## src/include/basic_mode_control_pkg.sv

```systemverilog
// Purpose: Constants and carrier types for the basic mode control register block
// Assumes: 32-bit APB data, register word at byte address zero
// Notes:   Status word offset and its field layout are local additions
package basic_mode_control_pkg;
    localparam logic [11:0] basic_mode_control_addr_ctrl = 12'h000;
    localparam logic [11:0] basic_mode_control_addr_stat = 12'h004;
    // Control bit positions
    localparam int basic_mode_control_bit_reset = 15;
    localparam int basic_mode_control_bit_loopback = 14;
    localparam int basic_mode_control_bit_speed = 13;
    localparam int basic_mode_control_bit_aneg = 12;
    localparam int basic_mode_control_bit_pdown = 11;
    localparam int basic_mode_control_bit_isolate = 10;
    localparam int basic_mode_control_bit_restart = 9;
    localparam int basic_mode_control_bit_duplex = 8;
    localparam int basic_mode_control_bit_coltest = 7;
    // Status word field positions
    localparam int basic_mode_control_st_link_ll = 0;
    localparam int basic_mode_control_st_fault_lh = 1;
    localparam int basic_mode_control_st_event_sc = 2;
    localparam int basic_mode_control_st_cnt_lsb = 8;
    localparam int basic_mode_control_st_fixed_lsb = 4;
    localparam logic [3:0] basic_mode_control_fixed_val = 4'h5;
    localparam logic [15:0] basic_mode_control_ctrl_wmask = 16'hff80;
    // Timing
    localparam int basic_mode_control_clk_ns = 100;
    localparam int basic_mode_control_lb_dead_us = 500;
    localparam int basic_mode_control_lb_dead_cyc = (basic_mode_control_lb_dead_us * 1000) / basic_mode_control_clk_ns;
    localparam int basic_mode_control_sw_reset_cyc = 16;
    localparam logic [31:0] basic_mode_control_pslverr_none = 32'h0000_0000;

    typedef struct packed {
        logic aneg;
        logic speed;
        logic duplex;
    } basic_mode_control_strap_t;

    typedef struct packed {
        logic loopback;
        logic speed_100;
        logic full_duplex;
        logic aneg_en;
        logic aneg_restart;
        logic power_down;
        logic isolate;
        logic col_test;
    } basic_mode_control_ctrl_t;

    typedef enum logic [2:0] {
        basic_mode_control_idle = 3'b001,
        basic_mode_control_reset = 3'b010,
        basic_mode_control_done = 3'b100
    } basic_mode_control_state_t;
endpackage

```

## src/basic_mode_control_latch_bit.sv

```systemverilog
// Purpose: One status bit of a selectable latching kind
// Assumes: Read pulse marks a completed management read of the bit
// Notes:   Kind 0 self clearing, 1 latched low, 2 latched high
`timescale 1ns/10ps
module basic_mode_control_latch_bit #(
    parameter int kind = 0
) (
    // Clock and reset
    input wire logic pclk,
    input wire logic presetn,
    // Event and read
    input wire logic event_in,
    input wire logic rd_pulse,
    // Value
    output logic value_ff
);
    logic nxt_value;
    logic idle_val;

    assign idle_val = (kind == 1);

    always_comb begin
        nxt_value = value_ff;
        if (kind == 0) begin
            nxt_value = event_in;
        end else if (kind == 1) begin
            if (!event_in) begin
                nxt_value = 1'b0;
            end else if (rd_pulse) begin
                nxt_value = 1'b1;
            end
        end else begin
            if (event_in) begin
                nxt_value = 1'b1;
            end else if (rd_pulse) begin
                nxt_value = 1'b0;
            end
        end
    end

    always_ff @(posedge pclk or negedge presetn) begin
        if (!presetn) begin
            value_ff <= (kind == 1);
        end else begin
            value_ff <= nxt_value;
        end
    end

    chk_latch_holds: assert property (@(posedge pclk) disable iff (!presetn)
        (kind != 0 && value_ff != idle_val && !rd_pulse) |=> value_ff != idle_val)
        else $error("latched bit released without a read");
endmodule // basic_mode_control_latch_bit

```

## src/basic_mode_control_regs.sv

```systemverilog
// Purpose: Basic mode control register with APB access and a status word
// Assumes: Straps stable around reset; status events synchronous to pclk
// Notes:   Zero wait state APB slave; unmapped reads give zero with pslverr
//
// Overview of operation
// - Writing one to bit 15 starts soft reset; bit reads one until done.
// - Soft reset reloads strap defaults into speed, duplex and auto-negotiation.
// - Bit 14 set loops MAC transmit data into the receive path.
// - After loopback enable, receive data invalid for up to 500 us.
// - Bit 13 picks 100 or 10 Mb/s when auto-negotiation off; strapped.
// - Bit 12 set runs auto-negotiation and ignores bits 13 and 8.
// - Auto-negotiation enable resets from its strap input.
// - Power down bit ORed with active-low pin; pin assertion sets bit.
// - Bit 8 picks full or half duplex when auto-negotiation off; strapped.
// - Self-clearing status bit follows its event without software.
// - Clear-on-read field returns its value then clears on that read.
// - Latched-low bit stays zero until read.
// - Latched-high bit stays one until read.
// - Read-only fixed field returns default and ignores writes.
`timescale 1ns/10ps
module basic_mode_control_regs #(
    parameter int dead_cycles = basic_mode_control_pkg::basic_mode_control_lb_dead_cyc,
    parameter int reset_cycles = basic_mode_control_pkg::basic_mode_control_sw_reset_cyc,
    parameter int cnt_width = 8
) (
    // Clock and reset
    input wire logic pclk,
    input wire logic presetn,
    // APB slave
    input wire logic psel,
    input wire logic penable,
    input wire logic pwrite,
    input wire logic [11:0] paddr,
    input wire logic [31:0] pwdata,
    output logic [31:0] prdata,
    output logic pready,
    output logic pslverr,
    // Straps and pins
    input wire basic_mode_control_pkg::basic_mode_control_strap_t strap,
    input wire logic power_down_interrupt_pin_n,
    // MII loopback path
    input wire logic [3:0] mac_txd,
    input wire logic mac_tx_en,
    input wire logic [3:0] line_rxd,
    input wire logic line_rx_dv,
    output logic [3:0] mii_rxd,
    output logic mii_rx_dv,
    // Status events
    input wire logic link_ok,
    input wire logic fault_event,
    input wire logic busy_event,
    input wire logic error_pulse,
    // Control outputs
    output basic_mode_control_pkg::basic_mode_control_ctrl_t ctrl,
    output logic eff_speed_100,
    output logic eff_full_duplex,
    output logic core_reset,
    output logic rx_dead
);
    // ------------------------------------------------------------
    // APB decode
    // ------------------------------------------------------------
    logic acc;
    logic wr_ctrl;
    logic rd_stat;
    logic [15:0] ctrl_word;
    logic [15:0] stat_word;
    logic link_ll;
    logic fault_lh;
    logic event_sc;
    assign acc = psel && penable;
    assign wr_ctrl = acc && pwrite && (paddr == basic_mode_control_pkg::basic_mode_control_addr_ctrl);
    // Clear on the edge that captures read data, so an event in the access cycle is kept
    assign rd_stat = psel && !penable && !pwrite && (paddr == basic_mode_control_pkg::basic_mode_control_addr_stat);

    // ------------------------------------------------------------
    // Control register and soft reset sequencer
    // ------------------------------------------------------------
    basic_mode_control_pkg::basic_mode_control_ctrl_t nxt_ctrl;
    basic_mode_control_pkg::basic_mode_control_ctrl_t ctrl_ff;
    basic_mode_control_pkg::basic_mode_control_state_t state_ff, nxt_state;
    logic [7:0] rst_cnt_ff, nxt_rst_cnt;
    logic pin_ff, nxt_pin;
    logic strap_load_ff, nxt_strap_load;

    always_comb begin
        nxt_ctrl = ctrl_ff;
        nxt_state = state_ff;
        nxt_rst_cnt = rst_cnt_ff;
        nxt_strap_load = 1'b0;
        nxt_pin = !power_down_interrupt_pin_n;
        case (state_ff)
            basic_mode_control_pkg::basic_mode_control_idle: begin
                if (wr_ctrl && pwdata[basic_mode_control_pkg::basic_mode_control_bit_reset]) begin
                    nxt_state = basic_mode_control_pkg::basic_mode_control_reset;
                    nxt_rst_cnt = 8'(reset_cycles - 1);
                end else if (wr_ctrl) begin
                    nxt_ctrl.loopback = pwdata[basic_mode_control_pkg::basic_mode_control_bit_loopback];
                    nxt_ctrl.speed_100 = pwdata[basic_mode_control_pkg::basic_mode_control_bit_speed];
                    nxt_ctrl.aneg_en = pwdata[basic_mode_control_pkg::basic_mode_control_bit_aneg];
                    nxt_ctrl.power_down = pwdata[basic_mode_control_pkg::basic_mode_control_bit_pdown];
                    nxt_ctrl.isolate = pwdata[basic_mode_control_pkg::basic_mode_control_bit_isolate];
                    nxt_ctrl.aneg_restart = pwdata[basic_mode_control_pkg::basic_mode_control_bit_restart] && pwdata[basic_mode_control_pkg::basic_mode_control_bit_aneg];
                    nxt_ctrl.full_duplex = pwdata[basic_mode_control_pkg::basic_mode_control_bit_duplex];
                    nxt_ctrl.col_test = pwdata[basic_mode_control_pkg::basic_mode_control_bit_coltest];
                end else begin
                    nxt_ctrl.aneg_restart = 1'b0;
                end
            end
            basic_mode_control_pkg::basic_mode_control_reset: begin
                nxt_rst_cnt = rst_cnt_ff - 8'h01;
                if (rst_cnt_ff == 8'h00) begin
                    nxt_state = basic_mode_control_pkg::basic_mode_control_done;
                end
            end
            basic_mode_control_pkg::basic_mode_control_done: begin
                nxt_state = basic_mode_control_pkg::basic_mode_control_idle;
                nxt_strap_load = 1'b1;
                nxt_ctrl = '0;
                nxt_ctrl.aneg_en = strap.aneg;
                nxt_ctrl.speed_100 = strap.speed;
                nxt_ctrl.full_duplex = strap.duplex;
            end
            default: begin
                nxt_state = basic_mode_control_pkg::basic_mode_control_idle;
            end
        endcase
        if (pin_ff) begin
            nxt_ctrl.power_down = 1'b1;
        end
    end

    always_ff @(posedge pclk or negedge presetn) begin
        if (!presetn) begin
            ctrl_ff <= '0;
            state_ff <= basic_mode_control_pkg::basic_mode_control_done;
            rst_cnt_ff <= 8'h00;
            pin_ff <= 1'b0;
            strap_load_ff <= 1'b0;
        end else begin
            ctrl_ff <= nxt_ctrl;
            state_ff <= nxt_state;
            rst_cnt_ff <= nxt_rst_cnt;
            pin_ff <= nxt_pin;
            strap_load_ff <= nxt_strap_load;
        end
    end

    // ------------------------------------------------------------
    // Loopback dead time and data path
    // ------------------------------------------------------------
    logic [19:0] dead_cnt_ff, nxt_dead_cnt;
    logic [3:0] nxt_rxd;
    logic nxt_rx_dv;
    logic [cnt_width-1:0] err_cnt_ff, nxt_err_cnt;
    logic [31:0] nxt_prdata;
    logic nxt_pslverr;
    logic pready_ff;
    logic [31:0] prdata_ff;
    logic pslverr_ff;
    logic nxt_eff_speed, nxt_eff_dup, eff_speed_ff, eff_dup_ff;
    logic core_reset_ff, rx_dead_ff;

    always_comb begin
        nxt_dead_cnt = dead_cnt_ff;
        if (nxt_ctrl.loopback && !ctrl_ff.loopback) begin
            nxt_dead_cnt = 20'(dead_cycles);
        end else if (dead_cnt_ff != 20'h00000) begin
            nxt_dead_cnt = dead_cnt_ff - 20'h00001;
        end
        if (ctrl_ff.loopback) begin
            nxt_rxd = mac_txd;
            nxt_rx_dv = mac_tx_en && (dead_cnt_ff == 20'h00000);
        end else begin
            nxt_rxd = line_rxd;
            nxt_rx_dv = line_rx_dv;
        end
        // Forced speed and duplex only matter with auto-negotiation off
        if (ctrl_ff.aneg_en) begin
            nxt_eff_speed = eff_speed_ff;
            nxt_eff_dup = eff_dup_ff;
        end else begin
            nxt_eff_speed = ctrl_ff.speed_100;
            nxt_eff_dup = ctrl_ff.full_duplex;
        end
        // Error counter saturates and clears on read
        nxt_err_cnt = err_cnt_ff;
        if (rd_stat) begin
            nxt_err_cnt = {{(cnt_width-1){1'b0}}, error_pulse};
        end else if (error_pulse && err_cnt_ff != {cnt_width{1'b1}}) begin
            nxt_err_cnt = err_cnt_ff + 1'b1;
        end
        // Read data
        nxt_prdata = prdata_ff;
        nxt_pslverr = 1'b0;
        if (psel && !penable && !pwrite) begin
            if (paddr == basic_mode_control_pkg::basic_mode_control_addr_ctrl) begin
                nxt_prdata = {16'h0000, ctrl_word};
            end else if (paddr == basic_mode_control_pkg::basic_mode_control_addr_stat) begin
                nxt_prdata = {16'h0000, stat_word};
            end else begin
                nxt_prdata = basic_mode_control_pkg::basic_mode_control_pslverr_none;
                nxt_pslverr = 1'b1;
            end
        end else if (psel && !penable) begin
            nxt_pslverr = (paddr != basic_mode_control_pkg::basic_mode_control_addr_ctrl) && (paddr != basic_mode_control_pkg::basic_mode_control_addr_stat);
        end
    end

    always_comb begin
        ctrl_word = '0;
        ctrl_word[basic_mode_control_pkg::basic_mode_control_bit_reset] = (state_ff != basic_mode_control_pkg::basic_mode_control_idle);
        ctrl_word[basic_mode_control_pkg::basic_mode_control_bit_loopback] = ctrl_ff.loopback;
        ctrl_word[basic_mode_control_pkg::basic_mode_control_bit_speed] = ctrl_ff.speed_100;
        ctrl_word[basic_mode_control_pkg::basic_mode_control_bit_aneg] = ctrl_ff.aneg_en;
        ctrl_word[basic_mode_control_pkg::basic_mode_control_bit_pdown] = ctrl_ff.power_down;
        ctrl_word[basic_mode_control_pkg::basic_mode_control_bit_isolate] = ctrl_ff.isolate;
        ctrl_word[basic_mode_control_pkg::basic_mode_control_bit_restart] = ctrl_ff.aneg_restart;
        ctrl_word[basic_mode_control_pkg::basic_mode_control_bit_duplex] = ctrl_ff.full_duplex;
        ctrl_word[basic_mode_control_pkg::basic_mode_control_bit_coltest] = ctrl_ff.col_test;
        stat_word = '0;
        stat_word[basic_mode_control_pkg::basic_mode_control_st_link_ll] = link_ll;
        stat_word[basic_mode_control_pkg::basic_mode_control_st_fault_lh] = fault_lh;
        stat_word[basic_mode_control_pkg::basic_mode_control_st_event_sc] = event_sc;
        stat_word[basic_mode_control_pkg::basic_mode_control_st_fixed_lsb +: 4] = basic_mode_control_pkg::basic_mode_control_fixed_val;
        stat_word[basic_mode_control_pkg::basic_mode_control_st_cnt_lsb +: cnt_width] = err_cnt_ff;
    end

    always_ff @(posedge pclk or negedge presetn) begin
        if (!presetn) begin
            dead_cnt_ff <= 20'h00000;
            mii_rxd <= 4'h0;
            mii_rx_dv <= 1'b0;
            err_cnt_ff <= '0;
            prdata_ff <= 32'h0000_0000;
            pslverr_ff <= 1'b0;
            pready_ff <= 1'b0;
            eff_speed_ff <= 1'b0;
            eff_dup_ff <= 1'b0;
            rx_dead_ff <= 1'b0;
            core_reset_ff <= 1'b1;
        end else begin
            rx_dead_ff <= (nxt_dead_cnt != 20'h00000);
            core_reset_ff <= (nxt_state != basic_mode_control_pkg::basic_mode_control_idle) || nxt_strap_load;
            dead_cnt_ff <= nxt_dead_cnt;
            mii_rxd <= nxt_rxd;
            mii_rx_dv <= nxt_rx_dv;
            err_cnt_ff <= nxt_err_cnt;
            prdata_ff <= nxt_prdata;
            pslverr_ff <= nxt_pslverr;
            pready_ff <= psel && !penable;
            eff_speed_ff <= nxt_eff_speed;
            eff_dup_ff <= nxt_eff_dup;
        end
    end

    // ------------------------------------------------------------
    // Status bits
    // ------------------------------------------------------------
    basic_mode_control_latch_bit #(.kind(1)) u_link (.pclk(pclk), .presetn(presetn), .event_in(link_ok),
        .rd_pulse(rd_stat), .value_ff(link_ll));
    basic_mode_control_latch_bit #(.kind(2)) u_fault (.pclk(pclk), .presetn(presetn), .event_in(fault_event),
        .rd_pulse(rd_stat), .value_ff(fault_lh));
    basic_mode_control_latch_bit #(.kind(0)) u_busy (.pclk(pclk), .presetn(presetn), .event_in(busy_event),
        .rd_pulse(rd_stat), .value_ff(event_sc));

    assign prdata = prdata_ff;
    assign pready = pready_ff;
    assign pslverr = pslverr_ff;
    assign ctrl = ctrl_ff;
    assign eff_speed_100 = eff_speed_ff;
    assign eff_full_duplex = eff_dup_ff;
    assign core_reset = core_reset_ff;
    assign rx_dead = rx_dead_ff;

    // ------------------------------------------------------------
    // Checks
    // ------------------------------------------------------------
    chk_reset_bit_reads: assert property (@(posedge pclk) disable iff (!presetn)
        (state_ff == basic_mode_control_pkg::basic_mode_control_idle && wr_ctrl && pwdata[basic_mode_control_pkg::basic_mode_control_bit_reset])
        |=> ctrl_word[basic_mode_control_pkg::basic_mode_control_bit_reset] [*4])
        else $error("reset bit not held during soft reset");
    chk_strap_reload: assert property (@(posedge pclk) disable iff (!presetn)
        (state_ff == basic_mode_control_pkg::basic_mode_control_done) |=> (ctrl_ff.aneg_en == $past(strap.aneg)
        && ctrl_ff.speed_100 == $past(strap.speed) && ctrl_ff.full_duplex == $past(strap.duplex)))
        else $error("straps not reloaded");
    chk_loop_data: assert property (@(posedge pclk) disable iff (!presetn)
        ctrl_ff.loopback |=> mii_rxd == $past(mac_txd))
        else $error("loopback data not routed");
    chk_dead_time: assert property (@(posedge pclk) disable iff (!presetn)
        (dead_cnt_ff != 20'h00000 && ctrl_ff.loopback) |=> !mii_rx_dv)
        else $error("receive valid during dead time");
    chk_forced_speed: assert property (@(posedge pclk) disable iff (!presetn)
        !ctrl_ff.aneg_en |=> eff_speed_ff == $past(ctrl_ff.speed_100))
        else $error("forced speed not applied");
    chk_aneg_ignores: assert property (@(posedge pclk) disable iff (!presetn)
        ctrl_ff.aneg_en |=> $stable(eff_speed_ff) && $stable(eff_dup_ff))
        else $error("forced bits acted during auto-negotiation");
    chk_pin_power: assert property (@(posedge pclk) disable iff (!presetn)
        !power_down_interrupt_pin_n |-> ##2 ctrl_ff.power_down)
        else $error("power down pin did not set bit");
    chk_forced_dup: assert property (@(posedge pclk) disable iff (!presetn)
        !ctrl_ff.aneg_en |=> eff_dup_ff == $past(ctrl_ff.full_duplex))
        else $error("forced duplex not applied");
    chk_cor_clear: assert property (@(posedge pclk) disable iff (!presetn)
        (rd_stat && !error_pulse) |=> err_cnt_ff == '0)
        else $error("counter not cleared by read");
    chk_fixed_field: assert property (@(posedge pclk) disable iff (!presetn)
        stat_word[basic_mode_control_pkg::basic_mode_control_st_fixed_lsb +: 4] == basic_mode_control_pkg::basic_mode_control_fixed_val)
        else $error("fixed field changed");
endmodule // basic_mode_control_regs

```

## config.mk

```make
export PLATFORM = sky130hd
export DESIGN_NAME = basic_mode_control_regs
export DESIGN_NICKNAME = d
export VERILOG_FILES = /design/src/include/basic_mode_control_pkg.sv /design/src/basic_mode_control_latch_bit.sv /design/src/basic_mode_control_regs.sv
export SDC_FILE = /design/constraint.sdc
export NUM_CORES = 1
export LEC_CHECK = 0
export BUFFER_PORTS_ARGS = -buffer_cell sky130_fd_sc_hd__buf_2
export CELL_PAD_IN_SITES_DETAIL_PLACEMENT = 1
export CELL_PAD_IN_SITES_GLOBAL_PLACEMENT = 2
export CORE_ASPECT_RATIO = 1.1
export CORE_MARGIN = 5
export CORE_UTILIZATION = 33
export DETAILED_ROUTE_END_ITERATION = 8
export GPL_ROUTABILITY_DRIVEN = 1
export GPL_TIMING_DRIVEN = 0
export PLACE_DENSITY = 0.88
export REMOVE_ABC_BUFFERS = 1
export SETUP_SLACK_MARGIN = 0.3
export SYNTH_ARGS = -nofsm -noshare
export SYNTH_HDL_FRONTEND = slang
export SYNTH_SLANG_ARGS = --single-unit
```

## constraint.sdc

```tcl
create_clock -name pclk -period 7.2 [get_ports pclk]
set_clock_uncertainty 0.05 [all_clocks]
set_input_delay 0.72 -clock pclk [delete_from_list [all_inputs] [get_ports pclk]]
set_output_delay 0.72 -clock pclk [all_outputs]
set_load 0.02 [all_outputs]
```

Word-level counts from Yosys, hierarchy flattened --
Index checks and enable logic that the tools add are counted.
Word-level totals: register bits after elaboration 94, bits in latches 0, RAM bits 0, memory bits (read-only) 0, input bits 67, output and inout port bits 51, logic and storage cells 102, memories 0
Cells by class: $add $sub $neg 3, multiply operators 0, div/mod/pow operators 0, order comparisons 0, equal/unequal tests 14, shift-type cells 0, mux-type cells 28, bitwise gates (word level) 0, reductions and logical operators 32
Operators by type and width (count):
- $mux 20 | 2
- $reduce_bool 20->1 | 2
- $mux 16 | 2
- $mux 8 | 4
- $pmux 8 s2 | 2
- $logic_not 20->1 | 1
- $sub 20x1->20 const B | 1
- $eq 12x3->1 const B | 1
- $logic_and 1x1->1 | 12
- $logic_not 12->1 | 1
- $mux 1 | 12
- $ne 12x3->1 const B | 1
- $reduce_bool 12->1 | 1
- $mux 3 | 3
- $add 8x1->8 const B | 1
- $logic_not 8->1 | 1
- $mux 4 | 2
- $ne 8x8->1 const B | 1
- $reduce_bool 2->1 | 4
- $sub 8x1->8 const B | 1
- $ne 2x2->1 const B | 3
- $ne 3x1->1 const B | 2
- $ne 3x3->1 const B | 2
- $pmux 3 s2 | 1
- 9 further kinds | 14

Longest topological paths before layout --
Gate-level depths: netlist (run 1).
depth after elaboration 9, mapped depth 10, mapped depth without buffers 9

By module --
Synthesis (run 1) repeated with hierarchy kept, for this count alone.
Unflattened totals: cell total of the unflattened synthesis 402, area total of the unflattened synthesis 3872.5 um^2
Modules (own cells, without submodules):
- basic_mode_control_regs | times used 1, cells each 396, area an instance 3777.4 um^2, seq. area each 1804.2 um^2
- basic_mode_control_latch_bit at u_fault | times used 1, cells each 3, area an instance 36.3 um^2, seq. area each 25.0 um^2
- basic_mode_control_latch_bit at u_link | times used 1, cells each 2, area an instance 33.8 um^2, seq. area each 26.3 um^2
- basic_mode_control_latch_bit at u_busy | times used 1, cells each 1, area an instance 25.0 um^2, seq. area each 25.0 um^2

Worst setup path after synthesis (run 1) --
No wires, ideal clock.
path type input-to-reg, start in paddr[10], end reg rx_dead_ff, in the netlist rx_dead, library setup time 138 ps, arrival time 2360 ps, required time 7012 ps, slack 4652 ps, stages 7, path buffers 0, path through nor4_1 > nand3_1 > or4_1 > nand2_1 > a21oi_1 > and3b_2 > o311ai_1
Between the ends: word-level cells in the longest chain between the ends 8, elaborated cells between the ends (all ways) 9, classes of those cells 4 x mux; 5 x reduce/logical
RTL lines:
- from (decl) | line basic_mode_control_regs.sv:33 | input wire logic [11:0] paddr,
- $logic_not 12->1 (*) | line basic_mode_control_regs.sv:72 | assign wr_ctrl = acc && pwrite && (paddr == basic_mode_control_pkg::basic_mode_control_addr_ctrl);
- $logic_and 1x1->1 (*) | line basic_mode_control_regs.sv:72
- $mux 4 or $logic_and 1x1->1 (tied branches) | line basic_mode_control_regs.sv:97, basic_mode_control_regs.sv:94
- $mux 8 (*) | line basic_mode_control_regs.sv:94 | if (wr_ctrl && pwdata[basic_mode_control_pkg::basic_mode_control_bit_reset]) begin
- $pmux 8 s2 (*) | line basic_mode_control_regs.sv:92 | case (state_ff)
- $logic_and 1x1->1 (*) | line basic_mode_control_regs.sv:166 | if (nxt_ctrl.loopback && !ctrl_ff.loopback) begin
- $mux 20 (*) | line basic_mode_control_regs.sv:166
- $reduce_bool 20->1 (*) | line basic_mode_control_regs.sv:243 | rx_dead_ff <= (nxt_dead_cnt != 20'h00000);
- to (signal assigned) | line basic_mode_control_regs.sv:243
- to (decl) | line basic_mode_control_regs.sv:162 | logic core_reset_ff, rx_dead_ff;
Mark *: on every way between the ends. The rest lies on a longest branch, timed or not. The select of a mux whose other input is x is not followed. A chain may end at the register's enable or synchronous reset.

Final worst setup path (run 1) --
Ends and elaborated chain as after synthesis.

==> flow_metrics.tcl, run 1 <==
set metrics [dict create \
    ys_seq_area_share_pct 48.44 \
    crit_start "paddr[10]" \
    worstSkewPairLatency_ns 0.33 \
    yosys.area_share.simple_pct 24.46 \
    cts_root_buffer "clkbuf_16" \
    crit_path_max_incr_delay_ns 0.96 \
    overflow 0 \
    hold_viol_final 0 \
    die_area_um2 14040 \
    path_cells "buf_2 -> nor4_1 -> nand3_1 -> nor4_4 -> o2111ai_1 -> nor4b_2 -> o311ai_1" \
    worstMarginPinSlew_ns 0.9307 \
    outcome "finished, final reports clean" \
    finalNetCount 533 \
    grt_max_degree 46 \
    finalCoreUtilization_pct 40.09 \
    yosys_warnings 0 \
    slew_headroom_pct 37.06 \
    ctsLongestPathBuffers 2 \
    synth_edf_count 0 \
    antenna_found_initial 0 \
    synth_top_area_share_pct 46.41 \
    startpoint_type "primary input" \
    crit_type "in -> reg" \
    peakVddDrop_mv 0.09033 \
    yosys.area.top_type "dfrtp_1" \
    numCtsBuffers 9 \
    h-tree-depth 3 \
    r2r_setup_slack_ns 4.20 \
    start_util_pct 33.79 \
    core_area_um2 11490 \
    gp_congestion 0.8114 \
    io_buffers 76 \
    syn_avg_cell_area_um2 9.955 \
    hold_class "in -> async" \
    synthCells 390 \
    r2r_end "rx_dead" \
    dp_hpwl_um 7491 \
    slowest_stage "nor4_4" \
    async_reset_ff_share_pct 100.0 \
    synth_mux_area_share_pct 4.061 \
    timing.rr.start "dead_cnt_ff[0]" \
    layout_common_cells "buf_2 (75), dfrtp_1 (72), nand2_1 (48)" \
    track_usage_pct 14.68 \
    grt_first_pass_wirelength_um 16380 \
    worstSetupEndpointType "flop" \
    synth_xor_area_share_pct 4.061 \
    power_density_nw_per_um2 205.4 \
    cp.arrival_ns 3.44 \
    setup_viol 0 \
    io_pins 118 \
    fin_crit_sh_pct 46.14 \
    synth_compound_area_share_pct 10.38 \
    finish.instance_area_um2 4607 \
    reg2reg_depth 9 \
    first_global_vias 3353 \
    routedWlPerCell_um 16.05 \
    synth_area_um2 3882 \
    cts_setup_buffers 0 \
    period_needed_ns 3.322 \
    dieHeight_um 123.8 \
    crit_fanout 15 \
    dieWidth_um 113.4 \
    leakage_nw 2.064 \
    synthFlopType "dfrtp_1" \
    drc 0 \
    finalWirelength_um 9886 \
    power_mw 0.9463 \
    ant_nets 0 \
    vias 3065 \
    yosys-top-cells-area "dfrtp_1 (46%), nand2_1 (4.6%), nor2_1 (4.2%)" \
    max_cap_violations 0 \
    crit_required_ns 7.32 \
    holdBufCountCts 0 \
    multi_input_area_um2 1809 \
    cts_resized 0 \
    vias_per_cell 4.976 \
    drive_gt1_share_pct 25.75 \
    fmax_mhz 301.0 \
    drt_iter0_markers 123 \
    slew_viol_final 0 \
    ys_types 61 \
    clock_sinks 75 \
    rsz0062_at_grt "no" \
    final_common_cell "buf_2" \
    fillers 1346 \
    clk_pin_slew_ns 0.06 \
    tns_ns 0 \
    synth_top_family_by_area "simple AND/OR/NAND/NOR gates" \
    syn_to_final_growth_pct 18.66 \
    regArea_um2 1881 \
    place_area_um2 4333 \
    firstDrtPassIters 4 \
    synth-seq-cells 75 \
    synthAdderAreaFrac_pct 1.611 \
    diodes 0 \
    cts_tree "yes" \
    rows 41 \
]
[cells by family (layout without fill, tap and decap cells)]
family | Yosys count | after routing
and+or+nand+nor | 172 | 172
other | 1 | 18
DFF | 75 | 75
adders and majority gates | 5 | 5
muxes | 15 | 15
buffers and inverters | 46 | 105
xor gates and xnor gates | 18 | 18
AOI/OAI and AO/OA | 58 | 58
[Yosys cell counts, types with 6 or more instances]
master    instances
a21oi_1           9
buf_4            20
clkbuf_1         10
dfrtp_1          72
inv_1            12
mux2_2            6
mux2i_1           9
nand2_1          48
nand3_1          15
nor2_1           43
nor3_1           16
nor4_1            6
o21ai_0          12
o31ai_1           9
xnor2_1          12
xor2_1            6
[sequential cells by signal, summed over array words and instances (netlist names), 3 cells and up]
register / flops
rst_cnt_ff: 8
dead_cnt_ff: 20
mii_rxd: 4
ctrl: 8
state_ff: 3
prdata: 13
err_cnt_ff: 8
[metrics by stage]
step                worst slack (ns)  hold WS (ns)  instances
floorplan                      4.405        0.3732        373
global placement               3.215        0.3794        599
detailed placement             3.450        0.3853        600
CTS                            3.783        0.2926        616
global route                   3.609        0.3089        616
finish                         3.878        0.2815        616
[metal layers]
layer  GRT usage (%)  share of wire, %
met1           18.26                44
met2           25.52                52
met3           1.992               3.0
met4           6.536               1.5
met5               0                 0
[power by group]
part           internal (mW)  switching [mW]
clock                  0.242           0.171
combinational         0.0295          0.0448
sequential             0.437          0.0208
[how the worst max path moves through the flow]
stage,end,slack [ns],depth (start not counted)
global route,rx_dead,3.61,7
CTS,rx_dead,3.78,7
floorplan,u_fault.value_ff,4.40,5
finish,rx_dead,3.88,7
detailed placement,rx_dead,3.45,7
global placement,u_fault.value_ff,3.21,6
[worst max-delay path: cells and delay by family]
kind / cells / cell delay (ns)
compound gates: 2 / 0.43
buf+inv: 1 / 0.09
simple gates: 4 / 2.19
[layout make-up]
class                   count  area share, %
flip-flops and latches     75          40.82
multi-input cells         286          39.27
repair buffers             77          8.908
clock buffers              12          5.350
well taps                 150          4.074
inverters                  12         0.9777
clock inverters             4         0.5975
Note: power is estimated with default switching activity, not from simulation.
==> run 2, diff against run 1 <==
--- a/config.mk
+++ b/config.mk
@@ -10,11 +10,11 @@
 export CELL_PAD_IN_SITES_GLOBAL_PLACEMENT = 2
 export CORE_ASPECT_RATIO = 1.1
 export CORE_MARGIN = 5
-export CORE_UTILIZATION = 33
+export CORE_UTILIZATION = 31
 export DETAILED_ROUTE_END_ITERATION = 8
 export GPL_ROUTABILITY_DRIVEN = 1
 export GPL_TIMING_DRIVEN = 0
-export PLACE_DENSITY = 0.88
+export PLACE_DENSITY = 0.84
 export REMOVE_ABC_BUFFERS = 1
 export SETUP_SLACK_MARGIN = 0.3
 export SYNTH_ARGS = -nofsm -noshare
==> constraint.sdc (replaced) <==
create_clock -name pclk -period 3.11 [get_ports pclk]
set_clock_uncertainty 0.05 [all_clocks]
set_input_delay 0.311 -clock pclk [delete_from_list [all_inputs] [get_ports pclk]]
set_output_delay 0.311 -clock pclk [all_outputs]
set_load 0.02 [all_outputs]
==> flow_metrics.tcl, run 2 (synthesis results as in run 1) <==
set metrics [dict create \
    outcome "finished, final reports clean" \
    slowest_stage "dfrtp_1" \
    slew_headroom_pct 39.49 \
    rows 42 \
    cp.arrival_ns 2.90 \
    worst-path-buf-inv 1 \
    gp_congestion 0.8001 \
    vias_per_cell 4.974 \
    setup_viol 0 \
    regMostFlops "dead_cnt_ff" \
    hold_class "in -> reg" \
    grt_max_degree 46 \
    worstSkewPairLatency_ns 0.33 \
    largest_reg_flops 20 \
    crit_type "reg -> reg" \
    diodes 0 \
    hold_viol_final 0 \
    ctsLongestPathBuffers 2 \
    cts_root_buffer "clkbuf_16" \
    io_pins 118 \
    startpoint_type "flop" \
    rsz0062_at_grt "yes" \
    numCtsBuffers 9 \
    dp_hpwl_um 7464 \
    finalWirelength_um 9870 \
    overflow 0 \
    slew_viol_final 0 \
    grt_first_pass_wirelength_um 16730 \
    power_density_nw_per_um2 485.4 \
    period_needed_ns 2.762 \
    drc 0 \
    io_buffers 76 \
    drt_iter0_markers 121 \
    place_area_um2 4332 \
    h-tree-depth 3 \
    finalNetCount 538 \
    track_usage_pct 14.13 \
    crit_required_ns 3.25 \
    finish.instance_area_um2 4717 \
    fmax_mhz 362.0 \
    dp_cells 604 \
    layout_common_cells "buf_2 (75), dfrtp_1 (72), nand2_1 (48)" \
    drive_gt1_share_pct 27.81 \
    crit_path_max_incr_delay_ns 0.45 \
    peakVddDrop_mv 0.2084 \
    firstDrtPassIters 4 \
    final_common_cell "buf_2" \
    core_area_um2 12140 \
    dieHeight_um 127.4 \
    power_mw 2.290 \
    fin_cells 625 \
    die_area_um2 14870 \
    worstMarginPinSlew_ns 0.9076 \
    cts_tree "yes" \
    path_cells "inv_1 -> ha_1 -> nor3b_2 -> and4_2 -> nor2_1 -> a2111oi_1 -> o2111ai_1 -> nor4b_2 -> o311ai_1" \
    max_cap_violations 0 \
    leakage_nw 2.136 \
    fin_crit_sh_pct 88.82 \
    routedWlPerCell_um 15.79 \
    start_util_pct 31.98 \
    crit_fanout 6 \
    antenna_found_initial 0 \
    dieWidth_um 116.7 \
    worst_path_dominant_cell_family "simple AND/OR/NAND/NOR gates" \
    clk_pin_slew_ns 0.06 \
    syn_to_final_growth_pct 21.50 \
    clock_sinks 75 \
    worstSetupEndpointType "flop" \
    first_global_vias 3361 \
    ant_nets 0 \
    vias 3109 \
]
## run 2: changes by cell type in the layout (fill, tap and decap cells not counted), moves of 2 or more
cell	delta
nor3b_1	-2
clkinvlp_4	-2
nor3b_2	+2
nor3_1	-2
nor3_2	+2
buf_4	+4
## run 2: repair_timing
item	CTS	global route
setup buffers	4	0
pin swaps	1	0
hold endpoints to repair	28	0
setup endpoints to repair	7	7
resized for setup	5	4
hold buffers	1	0
## run 2: power breakdown
group | internal (mW) | switching (mW) | total, mW
sequential | 1.01 | 0.0469 | 1.06
clock | 0.646 | 0.414 | 1.06
combinational | 0.0684 | 0.101 | 0.170
total | 1.73 | 0.562 | 2.29
## run 2: cell type report
| class | count | area (µm²) |
|---|---|---|
| well taps | 154 | 192.7 |
| fillers | 1415 | 7422 |
| inverters | 12 | 45.04 |
| clock buffers | 11 | 242.7 |
| multi-input cells | 286 | 1846 |
| clock inverters | 5 | 60.06 |
| flip-flops and latches | 75 | 1881 |
| repair buffers | 82 | 450.4 |
## run 2: through the flow
stage / utilization [%] / setup TNS, ns / setup slack (ns) / hold WS (ns)
floorplan: - / 0 / 0.6118 / -0.03459
global placement: 35.39 / -3.437 / -0.5139 / 0.3783
detailed placement: 35.68 / -0.4032 / -0.3397 / 0.2332
CTS: 38.69 / 0 / 0.3130 / 0.02904
global route: 38.86 / 0 / 0.1245 / 0.02859
finish: 38.86 / 0 / 0.3476 / 0.03649
## run 2: path summary, 6_finish.rpt
kind,cells past startpoint,from,endpoint,slack [ns]
min reg2reg,1,pin_ff,ctrl[2],0.41
min,1,busy_event,u_busy.value_ff,0.04
max reg2reg,9,dead_cnt_ff[0],rx_dead,0.35
max in group asynchronous,3,presetn,u_link.value_ff,1.99
max,9,dead_cnt_ff[0],rx_dead,0.35
min in group asynchronous,2,presetn,dead_cnt_ff[16],0.41
## run 2: layer usage
| layer | share of wire, % | vias up | track usage [%] | wire length [µm] |
|---|---|---|---|---|
| met5 | 0 | - | 0 | 0 |
| met4 | 1.9 | 0 | 5.938 | 187 |
| met3 | 3.6 | 12 | 2.791 | 351 |
| met2 | 50 | 62 | 22.93 | 4960 |
| met1 | 44 | 1546 | 18.25 | 4370 |
| li1 | - | 1489 | - | - |
==> run 3, diff against run 2 <==
--- a/config.mk
+++ b/config.mk
@@ -5,16 +5,17 @@
 export SDC_FILE = /design/constraint.sdc
 export NUM_CORES = 1
 export LEC_CHECK = 0
+export ABC_AREA = 1
 export BUFFER_PORTS_ARGS = -buffer_cell sky130_fd_sc_hd__buf_2
 export CELL_PAD_IN_SITES_DETAIL_PLACEMENT = 1
 export CELL_PAD_IN_SITES_GLOBAL_PLACEMENT = 2
 export CORE_ASPECT_RATIO = 1.1
 export CORE_MARGIN = 5
-export CORE_UTILIZATION = 31
+export CORE_UTILIZATION = 30
 export DETAILED_ROUTE_END_ITERATION = 8
 export GPL_ROUTABILITY_DRIVEN = 1
 export GPL_TIMING_DRIVEN = 0
-export PLACE_DENSITY = 0.84
+export PLACE_DENSITY_LB_ADDON = 0.05
 export REMOVE_ABC_BUFFERS = 1
 export SETUP_SLACK_MARGIN = 0.3
 export SYNTH_ARGS = -nofsm -noshare
==> flow_metrics.tcl, run 3 <==
set metrics [dict create \
    outcome "finished, final reports clean" \
    crit_type "reg -> reg" \
    r2r_setup_slack_ns 0.93 \
    grt_first_pass_wirelength_um 19150 \
    fillers 1701 \
    h-tree-depth 3 \
    cts_tree "yes" \
    crit_fanout 14 \
    yosys-top-cells-area "dfrtp_1 (43%), nand2_1 (11%), inv_1 (6.0%)" \
    drive_gt1_share_pct 24.88 \
    path_cells "inv_1 -> ha_1 -> nand2_1 -> nor2_1 -> nand3b_4 -> inv_1 -> nor2_1 -> nand2_1 -> nand3_1 -> nor2_1 -> nand3_1" \
    place_area_um2 4691 \
    timing.rr.start "dead_cnt_ff[0]" \
    leakage_nw 2.695 \
    die_area_um2 16330 \
    min_from "busy_event" \
    cp.arrival_ns 2.35 \
    vias 3566 \
    hold_class "in -> reg" \
    startpoint_type "flop" \
    slowest_stage "dfrtp_1" \
    power_mw 2.367 \
    cts_root_buffer "clkbuf_16" \
    crit_path_max_incr_delay_ns 0.37 \
    firstDrtPassIters 4 \
    vias_per_cell 4.508 \
    synth-seq-cells 75 \
    gp_congestion 0.7899 \
    syn_to_final_growth_pct 20.12 \
    yosys_warnings 0 \
    start_util_pct 30.41 \
    synth_top_area_share_pct 43.31 \
    crit_required_ns 3.28 \
    synthFlopType "dfrtp_1" \
    peakVddDrop_mv 0.2421 \
    drt_iter0_markers 92 \
    ys_seq_area_share_pct 45.20 \
    crit_top_cell "nor2_1" \
    slew_viol_final 0 \
    ctsLongestPathBuffers 2 \
    synth_edf_count 0 \
    synth_common_cells "nand2_1 (123), dfrtp_1 (72), inv_1 (67), nor2_1 (57), nand3_1 (32)" \
    cts_resized 0 \
    synth.most_common_cell "nand2_1" \
    r2r_end "rx_dead" \
    fin_ws_ns 0.9279 \
    fin_crit_sh_pct 70.16 \
    core_area_um2 13680 \
    crit_start "dead_cnt_ff[0]" \
    worstSetupEndpointType "flop" \
    finalNetCount 670 \
    holdPathStages 1 \
    fmax_mhz 458.3 \
    rsz0062_at_grt "no" \
    regMostFlops "dead_cnt_ff" \
    synth_area_um2 4160 \
    io_pins 118 \
    power_density_nw_per_um2 473.7 \
    ant_nets 0 \
    routedWlPerCell_um 14.71 \
    dieHeight_um 133.5 \
    worstSkewPairLatency_ns 0.34 \
    finalCoreUtilization_pct 36.52 \
    period_needed_ns 2.182 \
    async_reset_ff_share_pct 100.0 \
    largest_reg_flops 20 \
    syn_avg_cell_area_um2 8.062 \
    drc 0 \
    grt_max_degree 53 \
    diodes 0 \
    finish.instance_area_um2 4997 \
    fin_cells 791 \
    worstMarginPinSlew_ns 0.5621 \
    rows 45 \
    ys_types 49 \
    first_global_vias 3755 \
    place_ws_ns 0.7893 \
    yosys.area.top_type "dfrtp_1" \
    hold_viol_final 0 \
    tns_ns 0 \
    clock_sinks 75 \
    dieWidth_um 122.3 \
    max_cap_violations 0 \
    final_common_cell "nand2_1" \
    overflow 0 \
    hold_end "u_busy.value_ff" \
    antenna_found_initial 1 \
    dp_hpwl_um 9139 \
    track_usage_pct 15.04 \
    synthCells 516 \
    cts_setup_buffers 0 \
    reg2reg_depth 11 \
    slew_headroom_pct 62.35 \
    numCtsBuffers 9 \
    setup_viol 0 \
    dp_cells 774 \
    layout_common_cells "nand2_1 (123), buf_2 (75), dfrtp_1 (72)" \
    whs_ns 0.02381 \
    io_buffers 76 \
    finalWirelength_um 11640 \
    clk_pin_slew_ns 0.06 \
]
==> run 3: cell count changes in the layout (fill, tap and decap cells not counted), moves of 10 or more <==
cell     change
nand2_1     +75
nor2_2      +14
inv_1       +55
inv_2       +10
nor2_1      +14
xnor2_1     -10
nand3_1     +18
==> run 3: worst max-delay path: cells and delay by family (launching register included) <==
family                     cells  cell delay, ns
buffers and inverters          2            0.40
adders and majority gates      1            0.23
and+or+nand+nor                8            1.00
DFF                            1            0.37
==> run 3: metal layers <==
metal,track usage [%],vias up,wire [µm]
li1,-,1774,-
met1,17.54,1717,4827
met2,25.48,58,5909
met3,4.926,15,669
met4,5.725,2,222
met5,0,-,7
==> run 3: what timing repair did <==
item | CTS | global route
endpoints found under the hold margin | 22 | 0
hold buffers | 1 | 0
setup endpoints to repair | 0 | 0
==> run 3: worst max path at each step <==
stage	end	slack (ns)	cells after the start
after floorplan	rx_dead	1.36	11
after global placement	rx_dead	0.78	11
after detailed placement	rx_dead	0.79	11
after CTS	rx_dead	0.87	11
after global routing	rx_dead	0.66	11
final	rx_dead	0.93	11
==> run 3: report_power, final <==
part | switching (mW) | total, mW | internal [mW]
clock | 0.437 | 1.06 | 0.623
sequential | 0.0374 | 1.07 | 1.03
combinational | 0.161 | 0.241 | 0.0803
==> run 3: final cells by class <==
cell class                      instances  area, µm²  area share, %
Timing Repair Buffer                   78      420.4          8.413
Sequential cell                        75       1881          37.63
Clock inverter                          6      67.56          1.352
Tap cell                              188      235.2          4.707
Clock buffer                           10      229.0          4.582
Multi-Input combinational cell        355       1866          37.33
Inverter                               79      299.0          5.984
==> run 3: logic make-up after synthesis <==
logic type | share of synthesized area (%)
adder cells (fa/ha/maj) | 1.504
AND/OR/NAND/NOR | 32.24
other | 0.09014
buffers and inverters | 11.49
XOR/XNOR | 1.053
AO/OA/AOI/OAI | 8.421
flip-flops | 45.20
